[src/include/umlc_pkg.sv]
// Register map, fields, timing and carrier types of the channel block.
package umlc_pkg;

   // Register offsets.
   localparam logic [7:0] MODE_ONE_OFS  = 8'h09;
   localparam logic [7:0] MODE_TWO_OFS  = 8'h0a;
   localparam logic [7:0] LINE_FMT_OFS  = 8'h0b;

   // Reset values.
   localparam logic [7:0] MODE_ONE_RST  = 8'h00;
   localparam logic [7:0] MODE_TWO_RST  = 8'h00;
   localparam logic [7:0] LINE_FMT_RST  = 8'h05;

   // Writable bits of mode one.
   localparam logic [7:0] MODE_ONE_MASK = 8'h9f;

   // Mode one fields.
   localparam int M1_IRQ_SEL   = 7;
   localparam int M1_AUTO_DIR  = 4;
   localparam int M1_RTS_FLOAT = 3;
   localparam int M1_TX_FLOAT  = 2;
   localparam int M1_TX_INHIB  = 1;
   localparam int M1_RX_INHIB  = 0;

   // Mode two fields.
   localparam int M2_ECHO_BLANK = 7;
   localparam int M2_NINE_BIT   = 6;
   localparam int M2_LOOPBACK   = 5;
   localparam int M2_MATCH_EN   = 4;
   localparam int M2_EMPTY_INV  = 3;
   localparam int M2_TRIG_INV   = 2;
   localparam int M2_FLUSH      = 1;
   localparam int M2_CHAN_RST   = 0;

   // Line format fields.
   localparam int LF_RTS_LEVEL  = 7;
   localparam int LF_BREAK      = 6;
   localparam int LF_STICKY     = 5;
   localparam int LF_EVEN       = 4;
   localparam int LF_PARITY_ON  = 3;
   localparam int LF_STOP_SEL   = 2;
   localparam int LF_SIZE_HI    = 1;
   localparam int LF_SIZE_LO    = 0;

   // Ticks per bit, mid-bit point and stop lengths.
   localparam logic [5:0] TICKS_PER_BIT  = 6'h10;
   localparam logic [3:0] TICK_BIT_END   = 4'hf;
   localparam logic [3:0] TICK_BIT_MID   = 4'h7;
   localparam logic [5:0] STOP_ONE_TICKS = 6'h10;
   localparam logic [5:0] STOP_HALF_TICKS = 6'h18;
   localparam logic [5:0] STOP_TWO_TICKS = 6'h20;

   // Receive threshold step.
   localparam logic [7:0] TRIG_STEP = 8'h08;

   // Power-up delay before the pin shows readiness.
   localparam int          CLK_PERIOD_NS  = 100;
   localparam int          READY_DELAY_NS = 1000;
   localparam logic [7:0]  READY_CYCLES   = 8'((READY_DELAY_NS + CLK_PERIOD_NS - 1) / CLK_PERIOD_NS);

   // One received character.
   typedef struct packed {
      logic       ninth;      // Parity error or ninth bit.
      logic       frame_err;
      logic [7:0] data;
   } umlc_rx_word_s;

   // One driven pin: level and active-low output enable.
   typedef struct packed {
      logic level;
      logic oe_b;
   } umlc_pin_s;

endpackage : umlc_pkg

[src/verilog/umlc_channel_ctrl.sv]
// Channel mode and line format control with framers.
//
// Summary of operation
// Reset clears interrupt select; pin signals readiness.
// Select set: pin is active-low pending interrupt.
// Auto direction: RTS high while data queued.
// Pulse transmitter-empty event when fully empty.
// RTS float bit three-states RTS.
// TX float bit three-states TX.
// Inhibit finishes current character, TX idles high.
// Auto disable sets inhibit when fully empty.
// Receive inhibit stops accepting new characters.
// Echo blanking drops data while transmitting, plus hold.
// Nine-bit mode: no parity, ninth bit reported.
// Loopback: TX to RX, RTS to CTS, TX pin floated, RTS pin kept at manual level unless clock routed.
// Up to four match characters raise event.
// With auto XON/XOFF only second and fourth match.
// Receive-empty event on drain, or inverted arrival.
// Threshold event on fill, or inverted drain.
// Flush bit empties both queues until cleared.
// Channel reset restores registers, clears queues.
// Manual RTS level used unless clock routed or auto direction on outside loopback.
// Break holds TX low while set.
// Sticky parity forced by even select.
// Parity even or odd per select.
// Stop select: one, one and half, two.
// Word size field selects five to eight.
`timescale 1ns/10ps

module umlc_channel_ctrl
   import umlc_pkg::*;
(
   // Clock and reset.
   input  wire logic                 clk,
   input  wire logic                 rst_b,
   // Channel register port.
   input  wire logic                 reg_wr,
   input  wire logic                 reg_rd,
   input  wire logic [7:0]           reg_addr,
   input  wire logic [7:0]           reg_wdata,
   output logic      [7:0]           reg_rdata,
   // Neighbouring channel settings.
   input  wire logic [3:0]           hold_bits,
   input  wire logic [3:0]           rx_trig_code,
   input  wire logic                 clk_on_rts,
   input  wire logic                 auto_tx_disable,
   input  wire logic                 auto_xon_xoff,
   input  wire logic [3:0]           match_enable,
   input  wire logic [31:0]          match_chars,
   input  wire logic                 irq_pending,
   // Sixteen-per-bit tick and clock to route onto RTS.
   input  wire logic                 os_tick,
   input  wire logic                 rts_clk,
   // Transmit queue.
   input  wire logic                 tx_fifo_empty,
   input  wire logic [7:0]           tx_fifo_data,
   output logic                      tx_fifo_pop,
   // Receive queue.
   output logic                      rx_push,
   output umlc_rx_word_s             rx_word,
   input  wire logic [7:0]           rx_fifo_level,
   input  wire logic                 rx_fifo_pop,
   output logic                      fifo_flush,
   // Interrupt status events.
   output logic                      tx_empty_evt,
   output logic                      match_evt,
   output logic                      receive_empty_irq,
   output logic                      receive_threshold_irq,
   // Pins.
   output logic                      irq_b,
   output umlc_pin_s                 tx_pin,
   output umlc_pin_s                 rts_pin,
   input  wire logic                 rx_i,
   input  wire logic                 cts_b_i,
   output logic                      cts_level
);

   typedef enum logic [2:0] {
      ST_IDLE  = 3'b000,
      ST_START = 3'b001,
      ST_DATA  = 3'b011,
      ST_PAR   = 3'b010,
      ST_STOP  = 3'b110
   } umlc_state_e;

   // Mask of the data bits in use.
   function automatic logic [7:0] word_mask(input logic [1:0] size);
      word_mask = 8'hff >> (2'h3 - size);
   endfunction : word_mask

   // Parity bit sent or expected.
   function automatic logic parity_bit(input logic [7:0] data, input logic [7:0] lf);
      logic x;
      x = ^(data & word_mask(lf[LF_SIZE_HI:LF_SIZE_LO]));
      if (lf[LF_STICKY]) begin
         parity_bit = ~lf[LF_EVEN];
      end else begin
         parity_bit = lf[LF_EVEN] ? x : ~x;
      end
   endfunction : parity_bit

   logic [7:0]    mode_one_q;
   logic [7:0]    mode_two_q;
   logic [7:0]    line_fmt_q;
   logic [7:0]    ready_cnt_q;
   logic          chan_rst;
   logic          loopback;
   logic          nine_bit;
   logic          parity_used;
   logic [2:0]    last_bit;
   logic [5:0]    stop_ticks;
   umlc_state_e   tx_state_q;
   logic [5:0]    tx_tick_q;
   logic [2:0]    tx_bit_q;
   logic [7:0]    tx_data_q;
   logic          tx_line_q;
   logic          tx_line;
   logic          tx_start;
   logic          tx_empty_q;
   logic          tx_empty;
   logic [7:0]    hold_cnt_q;
   logic          rts_auto_q;
   umlc_state_e   rx_state_q;
   logic [3:0]    rx_tick_q;
   logic [2:0]    rx_bit_q;
   logic [7:0]    rx_data_q;
   logic          rx_ninth_q;
   logic          rx_src;
   logic          rx_blank;
   logic [7:0]    trig_level;
   logic [3:0]    match_hit;
   logic          rx_done;

   assign chan_rst    = mode_two_q[M2_CHAN_RST];
   assign loopback    = mode_two_q[M2_LOOPBACK];
   assign nine_bit    = mode_two_q[M2_NINE_BIT];
   assign parity_used = line_fmt_q[LF_PARITY_ON] & ~nine_bit;
   assign last_bit    = 3'(3'h4 + {1'b0, line_fmt_q[LF_SIZE_HI:LF_SIZE_LO]});
   assign trig_level  = 8'(TRIG_STEP * rx_trig_code);

   // Stop length in ticks; with stop select set, five-bit words get one and a half bits.
   always_comb begin
      if (!line_fmt_q[LF_STOP_SEL]) begin
         stop_ticks = STOP_ONE_TICKS;
      end else if (line_fmt_q[LF_SIZE_HI:LF_SIZE_LO] == 2'h0) begin
         stop_ticks = STOP_HALF_TICKS;
      end else begin
         stop_ticks = STOP_TWO_TICKS;
      end
   end

   // Mode one; the auto disable set beats a host write.
   always_ff @(posedge clk or negedge rst_b) begin
      if (!rst_b) begin
         mode_one_q <= MODE_ONE_RST;
      end else if (chan_rst) begin
         mode_one_q <= MODE_ONE_RST;
      end else begin
         if (reg_wr && reg_addr == MODE_ONE_OFS) begin
            mode_one_q <= reg_wdata & MODE_ONE_MASK;
         end
         if (auto_tx_disable && tx_empty && !tx_empty_q) begin
            mode_one_q[M1_TX_INHIB] <= 1'b1;
         end
      end
   end

   // Mode two; the reset bit holds until written to zero.
   always_ff @(posedge clk or negedge rst_b) begin
      if (!rst_b) begin
         mode_two_q <= MODE_TWO_RST;
      end else if (reg_wr && reg_addr == MODE_TWO_OFS) begin
         mode_two_q <= reg_wdata;
      end else if (chan_rst) begin
         mode_two_q[7:1] <= MODE_TWO_RST[7:1];
      end
   end

   // Line format register.
   always_ff @(posedge clk or negedge rst_b) begin
      if (!rst_b) begin
         line_fmt_q <= LINE_FMT_RST;
      end else if (chan_rst) begin
         line_fmt_q <= LINE_FMT_RST;
      end else if (reg_wr && reg_addr == LINE_FMT_OFS) begin
         line_fmt_q <= reg_wdata;
      end
   end

   // Registered read data; unmapped offsets read zero.
   always_ff @(posedge clk or negedge rst_b) begin
      if (!rst_b) begin
         reg_rdata <= 8'h00;
      end else if (reg_rd) begin
         case (reg_addr)
            MODE_ONE_OFS: reg_rdata <= mode_one_q;
            MODE_TWO_OFS: reg_rdata <= mode_two_q;
            LINE_FMT_OFS: reg_rdata <= line_fmt_q;
            default:      reg_rdata <= 8'h00;
         endcase
      end
   end

   // Flush is a level, holding the queues empty until cleared.
   assign fifo_flush = mode_two_q[M2_FLUSH] | chan_rst;

   // Power-up counter; channel reset restarts it.
   always_ff @(posedge clk or negedge rst_b) begin
      if (!rst_b) begin
         ready_cnt_q <= 8'h00;
      end else if (chan_rst) begin
         ready_cnt_q <= 8'h00;
      end else if (ready_cnt_q != READY_CYCLES) begin
         ready_cnt_q <= ready_cnt_q + 8'h01;
      end
   end

   // Interrupt pin: readiness, then pending interrupts once selected.
   always_ff @(posedge clk or negedge rst_b) begin
      if (!rst_b) begin
         irq_b <= 1'b0;
      end else if (mode_one_q[M1_IRQ_SEL]) begin
         irq_b <= ~irq_pending;
      end else begin
         irq_b <= (ready_cnt_q == READY_CYCLES);
      end
   end

   // Start only once auto direction has raised RTS.
   assign tx_start = (tx_state_q == ST_IDLE) && !tx_fifo_empty && !mode_one_q[M1_TX_INHIB]
                     && !line_fmt_q[LF_BREAK] && !chan_rst && !fifo_flush
                     && (!mode_one_q[M1_AUTO_DIR] || rts_auto_q);
   assign tx_fifo_pop = tx_start;

   // Transmit framing; inhibit is checked only between characters.
   always_ff @(posedge clk or negedge rst_b) begin
      if (!rst_b) begin
         tx_state_q <= ST_IDLE;
         tx_tick_q  <= 6'h00;
         tx_bit_q   <= 3'h0;
         tx_data_q  <= 8'h00;
         tx_line_q  <= 1'b1;
      end else if (chan_rst) begin
         tx_state_q <= ST_IDLE;
         tx_line_q  <= 1'b1;
      end else begin
         case (tx_state_q)
            ST_IDLE: begin
               tx_line_q <= 1'b1;
               if (tx_start) begin
                  tx_data_q  <= tx_fifo_data;
                  tx_state_q <= ST_START;
                  tx_tick_q  <= 6'h00;
                  tx_line_q  <= 1'b0;
               end
            end
            ST_START: begin
               if (os_tick) begin
                  tx_tick_q <= tx_tick_q + 6'h01;
                  if (tx_tick_q == TICKS_PER_BIT - 6'h01) begin
                     tx_tick_q  <= 6'h00;
                     tx_bit_q   <= 3'h0;
                     tx_line_q  <= tx_data_q[0];
                     tx_state_q <= ST_DATA;
                  end
               end
            end
            ST_DATA: begin
               if (os_tick) begin
                  tx_tick_q <= tx_tick_q + 6'h01;
                  if (tx_tick_q == TICKS_PER_BIT - 6'h01) begin
                     tx_tick_q <= 6'h00;
                     if (tx_bit_q == last_bit) begin
                        tx_line_q  <= parity_used ? parity_bit(tx_data_q, line_fmt_q) : 1'b1;
                        tx_state_q <= parity_used ? ST_PAR : ST_STOP;
                     end else begin
                        tx_bit_q  <= tx_bit_q + 3'h1;
                        tx_line_q <= tx_data_q[tx_bit_q + 3'h1];
                     end
                  end
               end
            end
            ST_PAR: begin
               if (os_tick) begin
                  tx_tick_q <= tx_tick_q + 6'h01;
                  if (tx_tick_q == TICKS_PER_BIT - 6'h01) begin
                     tx_tick_q  <= 6'h00;
                     tx_line_q  <= 1'b1;
                     tx_state_q <= ST_STOP;
                  end
               end
            end
            ST_STOP: begin
               if (os_tick) begin
                  tx_tick_q <= tx_tick_q + 6'h01;
                  if (tx_tick_q == stop_ticks - 6'h01) begin
                     tx_tick_q  <= 6'h00;
                     tx_state_q <= ST_IDLE;
                  end
               end
            end
            default: begin
               tx_state_q <= ST_IDLE;
               tx_line_q  <= 1'b1;
            end
         endcase
      end
   end

   // Break overrides the framer.
   assign tx_line  = tx_line_q & ~line_fmt_q[LF_BREAK];
   assign tx_empty = (tx_state_q == ST_IDLE) && tx_fifo_empty;

   // Transmitter-empty edge event.
   always_ff @(posedge clk or negedge rst_b) begin
      if (!rst_b) begin
         tx_empty_q   <= 1'b1;
         tx_empty_evt <= 1'b0;
      end else begin
         tx_empty_q   <= tx_empty;
         tx_empty_evt <= tx_empty && !tx_empty_q && !chan_rst;
      end
   end

   // Hold time after sending, shared by direction control and blanking.
   always_ff @(posedge clk or negedge rst_b) begin
      if (!rst_b) begin
         hold_cnt_q <= 8'h00;
      end else if (chan_rst) begin
         hold_cnt_q <= 8'h00;
      end else if (tx_state_q != ST_IDLE) begin
         hold_cnt_q <= {hold_bits, 4'h0};
      end else if (os_tick && hold_cnt_q != 8'h00) begin
         hold_cnt_q <= hold_cnt_q - 8'h01;
      end
   end

   // Auto direction: high while data is queued, sent or held.
   always_ff @(posedge clk or negedge rst_b) begin
      if (!rst_b) begin
         rts_auto_q <= 1'b0;
      end else begin
         rts_auto_q <= mode_one_q[M1_AUTO_DIR] && !chan_rst
                       && (!tx_fifo_empty || tx_state_q != ST_IDLE || hold_cnt_q != 8'h00);
      end
   end

   // Pin drive; loopback floats TX, keeps manual RTS unless clock routed.
   always_ff @(posedge clk or negedge rst_b) begin
      if (!rst_b) begin
         tx_pin  <= '{level: 1'b1, oe_b: 1'b0};
         rts_pin <= '{level: 1'b0, oe_b: 1'b0};
      end else begin
         tx_pin.level  <= tx_line;
         tx_pin.oe_b   <= mode_one_q[M1_TX_FLOAT] | loopback;
         rts_pin.oe_b  <= mode_one_q[M1_RTS_FLOAT];
         if (clk_on_rts) begin
            rts_pin.level <= rts_clk;
         end else if (mode_one_q[M1_AUTO_DIR] && !loopback) begin
            rts_pin.level <= rts_auto_q;
         end else begin
            rts_pin.level <= line_fmt_q[LF_RTS_LEVEL];
         end
      end
   end

   // CTS seen by the channel; RTS feeds it in loopback.
   always_ff @(posedge clk or negedge rst_b) begin
      if (!rst_b) begin
         cts_level <= 1'b0;
      end else begin
         cts_level <= loopback ? rts_pin.level : ~cts_b_i;
      end
   end

   // Receive source and gating; blanking covers the hold time too.
   assign rx_src   = loopback ? tx_line : rx_i;
   assign rx_blank = mode_two_q[M2_ECHO_BLANK] && (tx_state_q != ST_IDLE || hold_cnt_q != 8'h00);
   assign rx_done  = os_tick && rx_state_q == ST_STOP && rx_tick_q == TICK_BIT_END;

   // Receive framing; mid-bit samples, first stop bit only.
   always_ff @(posedge clk or negedge rst_b) begin
      if (!rst_b) begin
         rx_state_q <= ST_IDLE;
         rx_tick_q  <= 4'h0;
         rx_bit_q   <= 3'h0;
         rx_data_q  <= 8'h00;
         rx_ninth_q <= 1'b0;
      end else if (chan_rst) begin
         rx_state_q <= ST_IDLE;
      end else if (os_tick) begin
         rx_tick_q <= rx_tick_q + 4'h1;
         case (rx_state_q)
            ST_IDLE: begin
               if (!rx_src && !mode_one_q[M1_RX_INHIB] && !rx_blank) begin
                  rx_state_q <= ST_START;
                  rx_tick_q  <= 4'h0;
                  rx_data_q  <= 8'h00;
               end
            end
            ST_START: begin
               if (rx_tick_q == TICK_BIT_MID) begin
                  rx_tick_q  <= 4'h0;
                  rx_bit_q   <= 3'h0;
                  rx_state_q <= rx_src ? ST_IDLE : ST_DATA;
               end
            end
            ST_DATA: begin
               if (rx_tick_q == TICK_BIT_END) begin
                  rx_data_q[rx_bit_q] <= rx_src;
                  rx_bit_q            <= rx_bit_q + 3'h1;
                  if (rx_bit_q == last_bit) begin
                     rx_state_q <= (parity_used || nine_bit) ? ST_PAR : ST_STOP;
                  end
               end
            end
            ST_PAR: begin
               if (rx_tick_q == TICK_BIT_END) begin
                  rx_ninth_q <= rx_src;
                  rx_state_q <= ST_STOP;
               end
            end
            ST_STOP: begin
               if (rx_tick_q == TICK_BIT_END) begin
                  rx_state_q <= ST_IDLE;
               end
            end
            default: begin
               rx_state_q <= ST_IDLE;
            end
         endcase
      end
   end

   // Match compare; auto XON/XOFF leaves only the second and fourth slots.
   always_comb begin
      for (int i = 0; i < 4; i++) begin
         match_hit[i] = match_enable[i] && (match_chars[8*i +: 8] == rx_data_q)
                        && (!auto_xon_xoff || i == 1 || i == 3);
      end
   end

   // Store the character; inhibit or blanking at the end drops it.
   always_ff @(posedge clk or negedge rst_b) begin
      if (!rst_b) begin
         rx_push   <= 1'b0;
         rx_word   <= '0;
         match_evt <= 1'b0;
      end else begin
         rx_push   <= 1'b0;
         match_evt <= 1'b0;
         if (rx_done && !mode_one_q[M1_RX_INHIB] && !rx_blank && !chan_rst && !fifo_flush) begin
            rx_push         <= 1'b1;
            rx_word.data    <= rx_data_q & word_mask(line_fmt_q[LF_SIZE_HI:LF_SIZE_LO]);
            rx_word.frame_err <= ~rx_src;
            if (nine_bit) begin
               rx_word.ninth <= rx_ninth_q;
            end else begin
               rx_word.ninth <= parity_used && (rx_ninth_q != parity_bit(rx_data_q, line_fmt_q));
            end
            match_evt <= mode_two_q[M2_MATCH_EN] && (|match_hit);
         end
      end
   end

   // Queue level events; invert bits pick the opposite edge.
   always_ff @(posedge clk or negedge rst_b) begin
      if (!rst_b) begin
         receive_empty_irq     <= 1'b0;
         receive_threshold_irq <= 1'b0;
      end else if (chan_rst) begin
         receive_empty_irq     <= 1'b0;
         receive_threshold_irq <= 1'b0;
      end else begin
         if (mode_two_q[M2_EMPTY_INV]) begin
            receive_empty_irq <= rx_push && rx_fifo_level == 8'h00;
         end else begin
            receive_empty_irq <= rx_fifo_pop && !rx_push && rx_fifo_level == 8'h01;
         end
         if (mode_two_q[M2_TRIG_INV]) begin
            receive_threshold_irq <= rx_fifo_pop && !rx_push && rx_fifo_level == trig_level + 8'h01;
         end else begin
            receive_threshold_irq <= rx_push && !rx_fifo_pop && rx_fifo_level == trig_level - 8'h01;
         end
      end
   end

endmodule : umlc_channel_ctrl

[config.mk]
export PLATFORM = sky130hd
export DESIGN_NAME = umlc_channel_ctrl
export DESIGN_NICKNAME = d
export VERILOG_FILES = /design/src/include/umlc_pkg.sv /design/src/verilog/umlc_channel_ctrl.sv
export SDC_FILE = /design/constraint.sdc
export NUM_CORES = 1
export LEC_CHECK = 0
export ABC_AREA = 1
export BUFFER_PORTS_ARGS = -buffer_cell sky130_fd_sc_hd__buf_2
export CORE_MARGIN = 3
export CORE_UTILIZATION = 50
export CTS_BUF_LIST = sky130_fd_sc_hd__clkbuf_8
export CTS_CLUSTER_DIAMETER = 200
export CTS_CLUSTER_SIZE = 30
export DETAILED_ROUTE_END_ITERATION = 10
export GPL_ROUTABILITY_DRIVEN = 0
export PLACE_DENSITY = 0.74
export SLEW_MARGIN = 20
export SYNTH_ARGS = -nofsm -noshare
export SYNTH_HDL_FRONTEND = slang
export SYNTH_SLANG_ARGS = --single-unit
[constraint.sdc]
create_clock -name clk -period 1.75 [get_ports clk]
set_input_delay 0.35 -clock clk [delete_from_list [all_inputs] [get_ports clk]]
set_output_delay 0.35 -clock clk [all_outputs]
set_load 0.05 [all_outputs]
==> results.sh <==
export IMPL_hold_depth=2
export IMPL_max_slew_worst_pin_slew_ns=0.4022
export IMPL_grt_pass1_vias=5620
export IMPL_finalHoldViolCount=0
export IMPL_grt_setup_unrepaired="yes"
export IMPL_drive_gt1_share_pct=28.81
export IMPL_maxCapViolCount=0
export IMPL_synth_area_sq_um=6406
export IMPL_worstPathMaxFanout=3
export IMPL_path_clk_slew_ns=0.10
export IMPL_drcViolationCount=0
export IMPL_clock_sinks=109
export IMPL_root_buffer="clkbuf_8"
export IMPL_layout_setup_ws_ns=-0.1473
export IMPL_grt_total_usage_pct=23.16
export IMPL_core_sq_um=12260
export IMPL_p_per_area_nw_per_um2=642.3
export IMPL_areaGrowthSynthToFinish_pct=26.86
export IMPL_synth_seq_cells=109
export IMPL_hold_class="primary input to register"
export IMPL_die_area_sq_um=14210
export IMPL_clk_latency_ns=0.40
export IMPL_viasPerCell=5.266
export IMPL_ys_types=52
export IMPL_initial_core_util_pct=52.24
export IMPL_fin_setup_tns_ns=-1.521
export IMPL_postRouteAntennaNets=0
export IMPL_worstPathArrival_ns=1.55
export IMPL_die_y_microns=119.2
export IMPL_cts_tree="done"
export IMPL_final_seq_area_sq_um=2734
export IMPL_async_flop_share_pct=100.0
export IMPL_portBuffers=120
export IMPL_num_vias=6277
export IMPL_synth_ff_type="dfrtp_1"
export IMPL_grt_first_pass_wirelength_microns=26860
export IMPL_max_freq_ghz=0.5271
export IMPL_crit_path_start_kind="register"
export IMPL_synth_edf_count=0
export IMPL_drv_slew=0
export IMPL_numCtsBuffers=9
export IMPL_dp_cells=1158
export IMPL_holdWs_ns=0.1290
export IMPL_die_x_microns=119.2
export IMPL_status="complete, but fails checks"
export IMPL_power_leakage_nw=4.011
export IMPL_finalCriticalPeriod_ns=1.897
export IMPL_ff2ff_path_depth=12
export IMPL_cts_htree_levels=3
export IMPL_multiInputGateArea_sq_um=3438
export IMPL_vdd_ir_drop_max_mv=0.5893
export IMPL_dp_hpwl_microns=12520
export IMPL_antenna_cells=0
export IMPL_syn_nets=948
export IMPL_dr_first_iter_drc_count=393
export IMPL_violations="setup timing"
export IMPL_ys_warn_count=0
export IMPL_num_rows=40
export IMPL_fin_skew_ns=0.01404
export IMPL_grt_overflow=0
export IMPL_postSynthCellCount=850
export IMPL_n_fill_cell=1039
export IMPL_first_pass_iters=6
export IMPL_period_share_pct=108.4
export IMPL_wirelength_microns=17110
export IMPL_instances_no_fill=1192
export IMPL_avgSynthCellArea_sq_um=7.537
export IMPL_clockBufferDepth=2
export IMPL_antenna_found_initial=0
export IMPL_relSlewSlack_pct=72.94
export IMPL_yosysSeqAreaShare_pct=42.68
export IMPL_fin_nets=1117
export IMPL_crit_required_ns=1.40
export IMPL_grt_max_degree=44
export IMPL_critPathKind="register to output pin"
export IMPL_endpoint_kind="output pin"
export IMPL_wl_per_cell_microns=14.35
export IMPL_setup_violations=25
export IMPL_pin_count=121
[per-stage QoR]
step / worst slack [ns] / util (%) / cell area (sq um) / total power [mW]
5_1_grt: -0.2464 / 66.28 / 8127 / 5.499
3_5_place_dp: -0.08012 / 60.90 / 7467 / 3.681
2_1_floorplan: -0.01826 / - / 6421 / 3.325
6_report: -0.1473 / 66.28 / 8127 / 5.219
3_3_place_gp: -0.02503 / 60.90 / 7467 / 3.660
4_1_cts: -0.2409 / 62.98 / 7722 / 5.154
[worst max-delay path: stages (launching register included)]
cell and delay (ns):
dfrtp_1 0.43, nor2_4 0.15, nand2_4 0.07, nor4_4 0.18
nand2_4 0.12, inv_4 0.08, buf_8 0.14
[kinds of logic after synthesis]
| logic type | synth area share [%] |
|---|---|
| adder cells (fa/ha/maj) | 1.563 |
| AO/OA/AOI/OAI | 14.38 |
| XOR/XNOR | 4.785 |
| AND/OR/NAND/NOR | 28.34 |
| flip-flops | 42.68 |
| buffers and inverters | 8.261 |
[cells in the mapped netlist, types with 3 or more instances]
master    instances  area, sq um
nand2_1         230        863.3
dfrtp_1         104         2603
inv_1            99        371.6
nor2_1           72        270.3
o21ai_0          60        300.3
nand3_1          54        270.3
a21oi_1          29        145.1
nor3_1           24        120.1
o22ai_1          24        150.1
xor2_1           19        166.4
xnor2_1          16        140.1
nand4_1          12        75.07
clkbuf_1          9        33.78
ha_1              8        100.1
inv_2             8        30.03
o21ai_1           6        30.03
a211oi_1          5        37.54
a221oi_1          5        43.79
buf_2             5        25.02
dfstp_2           5        131.4
nor3b_1           4        30.03
o211ai_1          4        30.03
a22o_1            3        26.28
a22oi_1           3        22.52
a31oi_1           3        18.77
nand2_2           3        18.77
nand2_4           3        33.78
[state kept, by name, summed over array words and instances (netlist names), 4 cells and up]
name and flops:
hold_cnt_q 8, tx_tick_q 6, rx_data_q 8, mode_one_q 6, line_fmt_q 8, rx_tick_q 4, mode_two_q 8, reg_rdata 8
tx_data_q 8, ready_cnt_q 8, rx_word 10
[repair_timing]
action                                  4_1_cts  5_1_grt
cloned                                        0        3
pin swaps                                     6       25
buffers inserted                              5       10
endpoints found under the setup margin       10       49
hold endpoints to repair                     25        0
resized for setup                            11      104
hold buffers                                  1        0
[power by group]
group	internal [mW]	switching (mW)
registers	2.62	0.107
logic	0.410	0.625
clock network	0.538	0.924
[final timing paths]
| path | startpoint | end | slack [ns] |
|---|---|---|---|
| setup / recovery | tx_state_q[1]$_DFFE_PN0P_ | tx_fifo_pop | -0.15 |
| hold / removal | cts_b_i | cts_level$_DFF_PN0_ | 0.13 |
| setup reg to reg | hold_cnt_q[1]$_DFFE_PN0P_ | rx_data_q[7]$_DFFE_PN0P_ | -0.11 |
| hold reg to reg | mode_one_q[3]$_DFFE_PN0P_ | rts_pin[0]$_DFF_PN0_ | 0.44 |
| max in group asynchronous | rst_b | line_fmt_q[0]$_DFFE_PN1P_ | 0.72 |
| min in group asynchronous | rst_b | tx_empty_evt$_DFF_PN0_ | 0.40 |
[final cells by class]
cell class / instances / area share, %
inverter: 110 / 5.312
sequential: 109 / 33.64
clock inverter: 7 / 0.6774
timing repair buffer: 179 / 13.95
clock buffer: 9 / 1.524
tap: 168 / 2.587
multi-input combinational: 610 / 42.31
[cells in the final DEF, fill, tap and decap left out, drive strengths merged, types with 2 or more instances in the layout]
master	count
a211oi	5
a21boi	2
a21oi	30
a221oi	5
a22o	3
a22oi	3
a31oi	3
buf	178
clkbuf	9
clkinv	5
clkinvlp	2
dfrtp	104
dfstp	5
ha	8
inv	110
nand2	236
nand3	55
nand4	13
nor2	76
nor3	24
nor3b	4
nor4	4
o211ai	4
o21ai	68
o22ai	24
or2	2
xnor2	16
xor2	19
[routing by layer]
layer	wire [microns]	share of wire [%]	GRT usage, %	up-vias
li1	-	-	-	3127
met1	7679	45	33.08	2911
met2	8092	47	35.08	210
met3	1083	6.3	5.508	29
met4	254	1.5	6.879	0
met5	0	0	0	-
No activity file was read; power rests on OpenSTA's default activity.
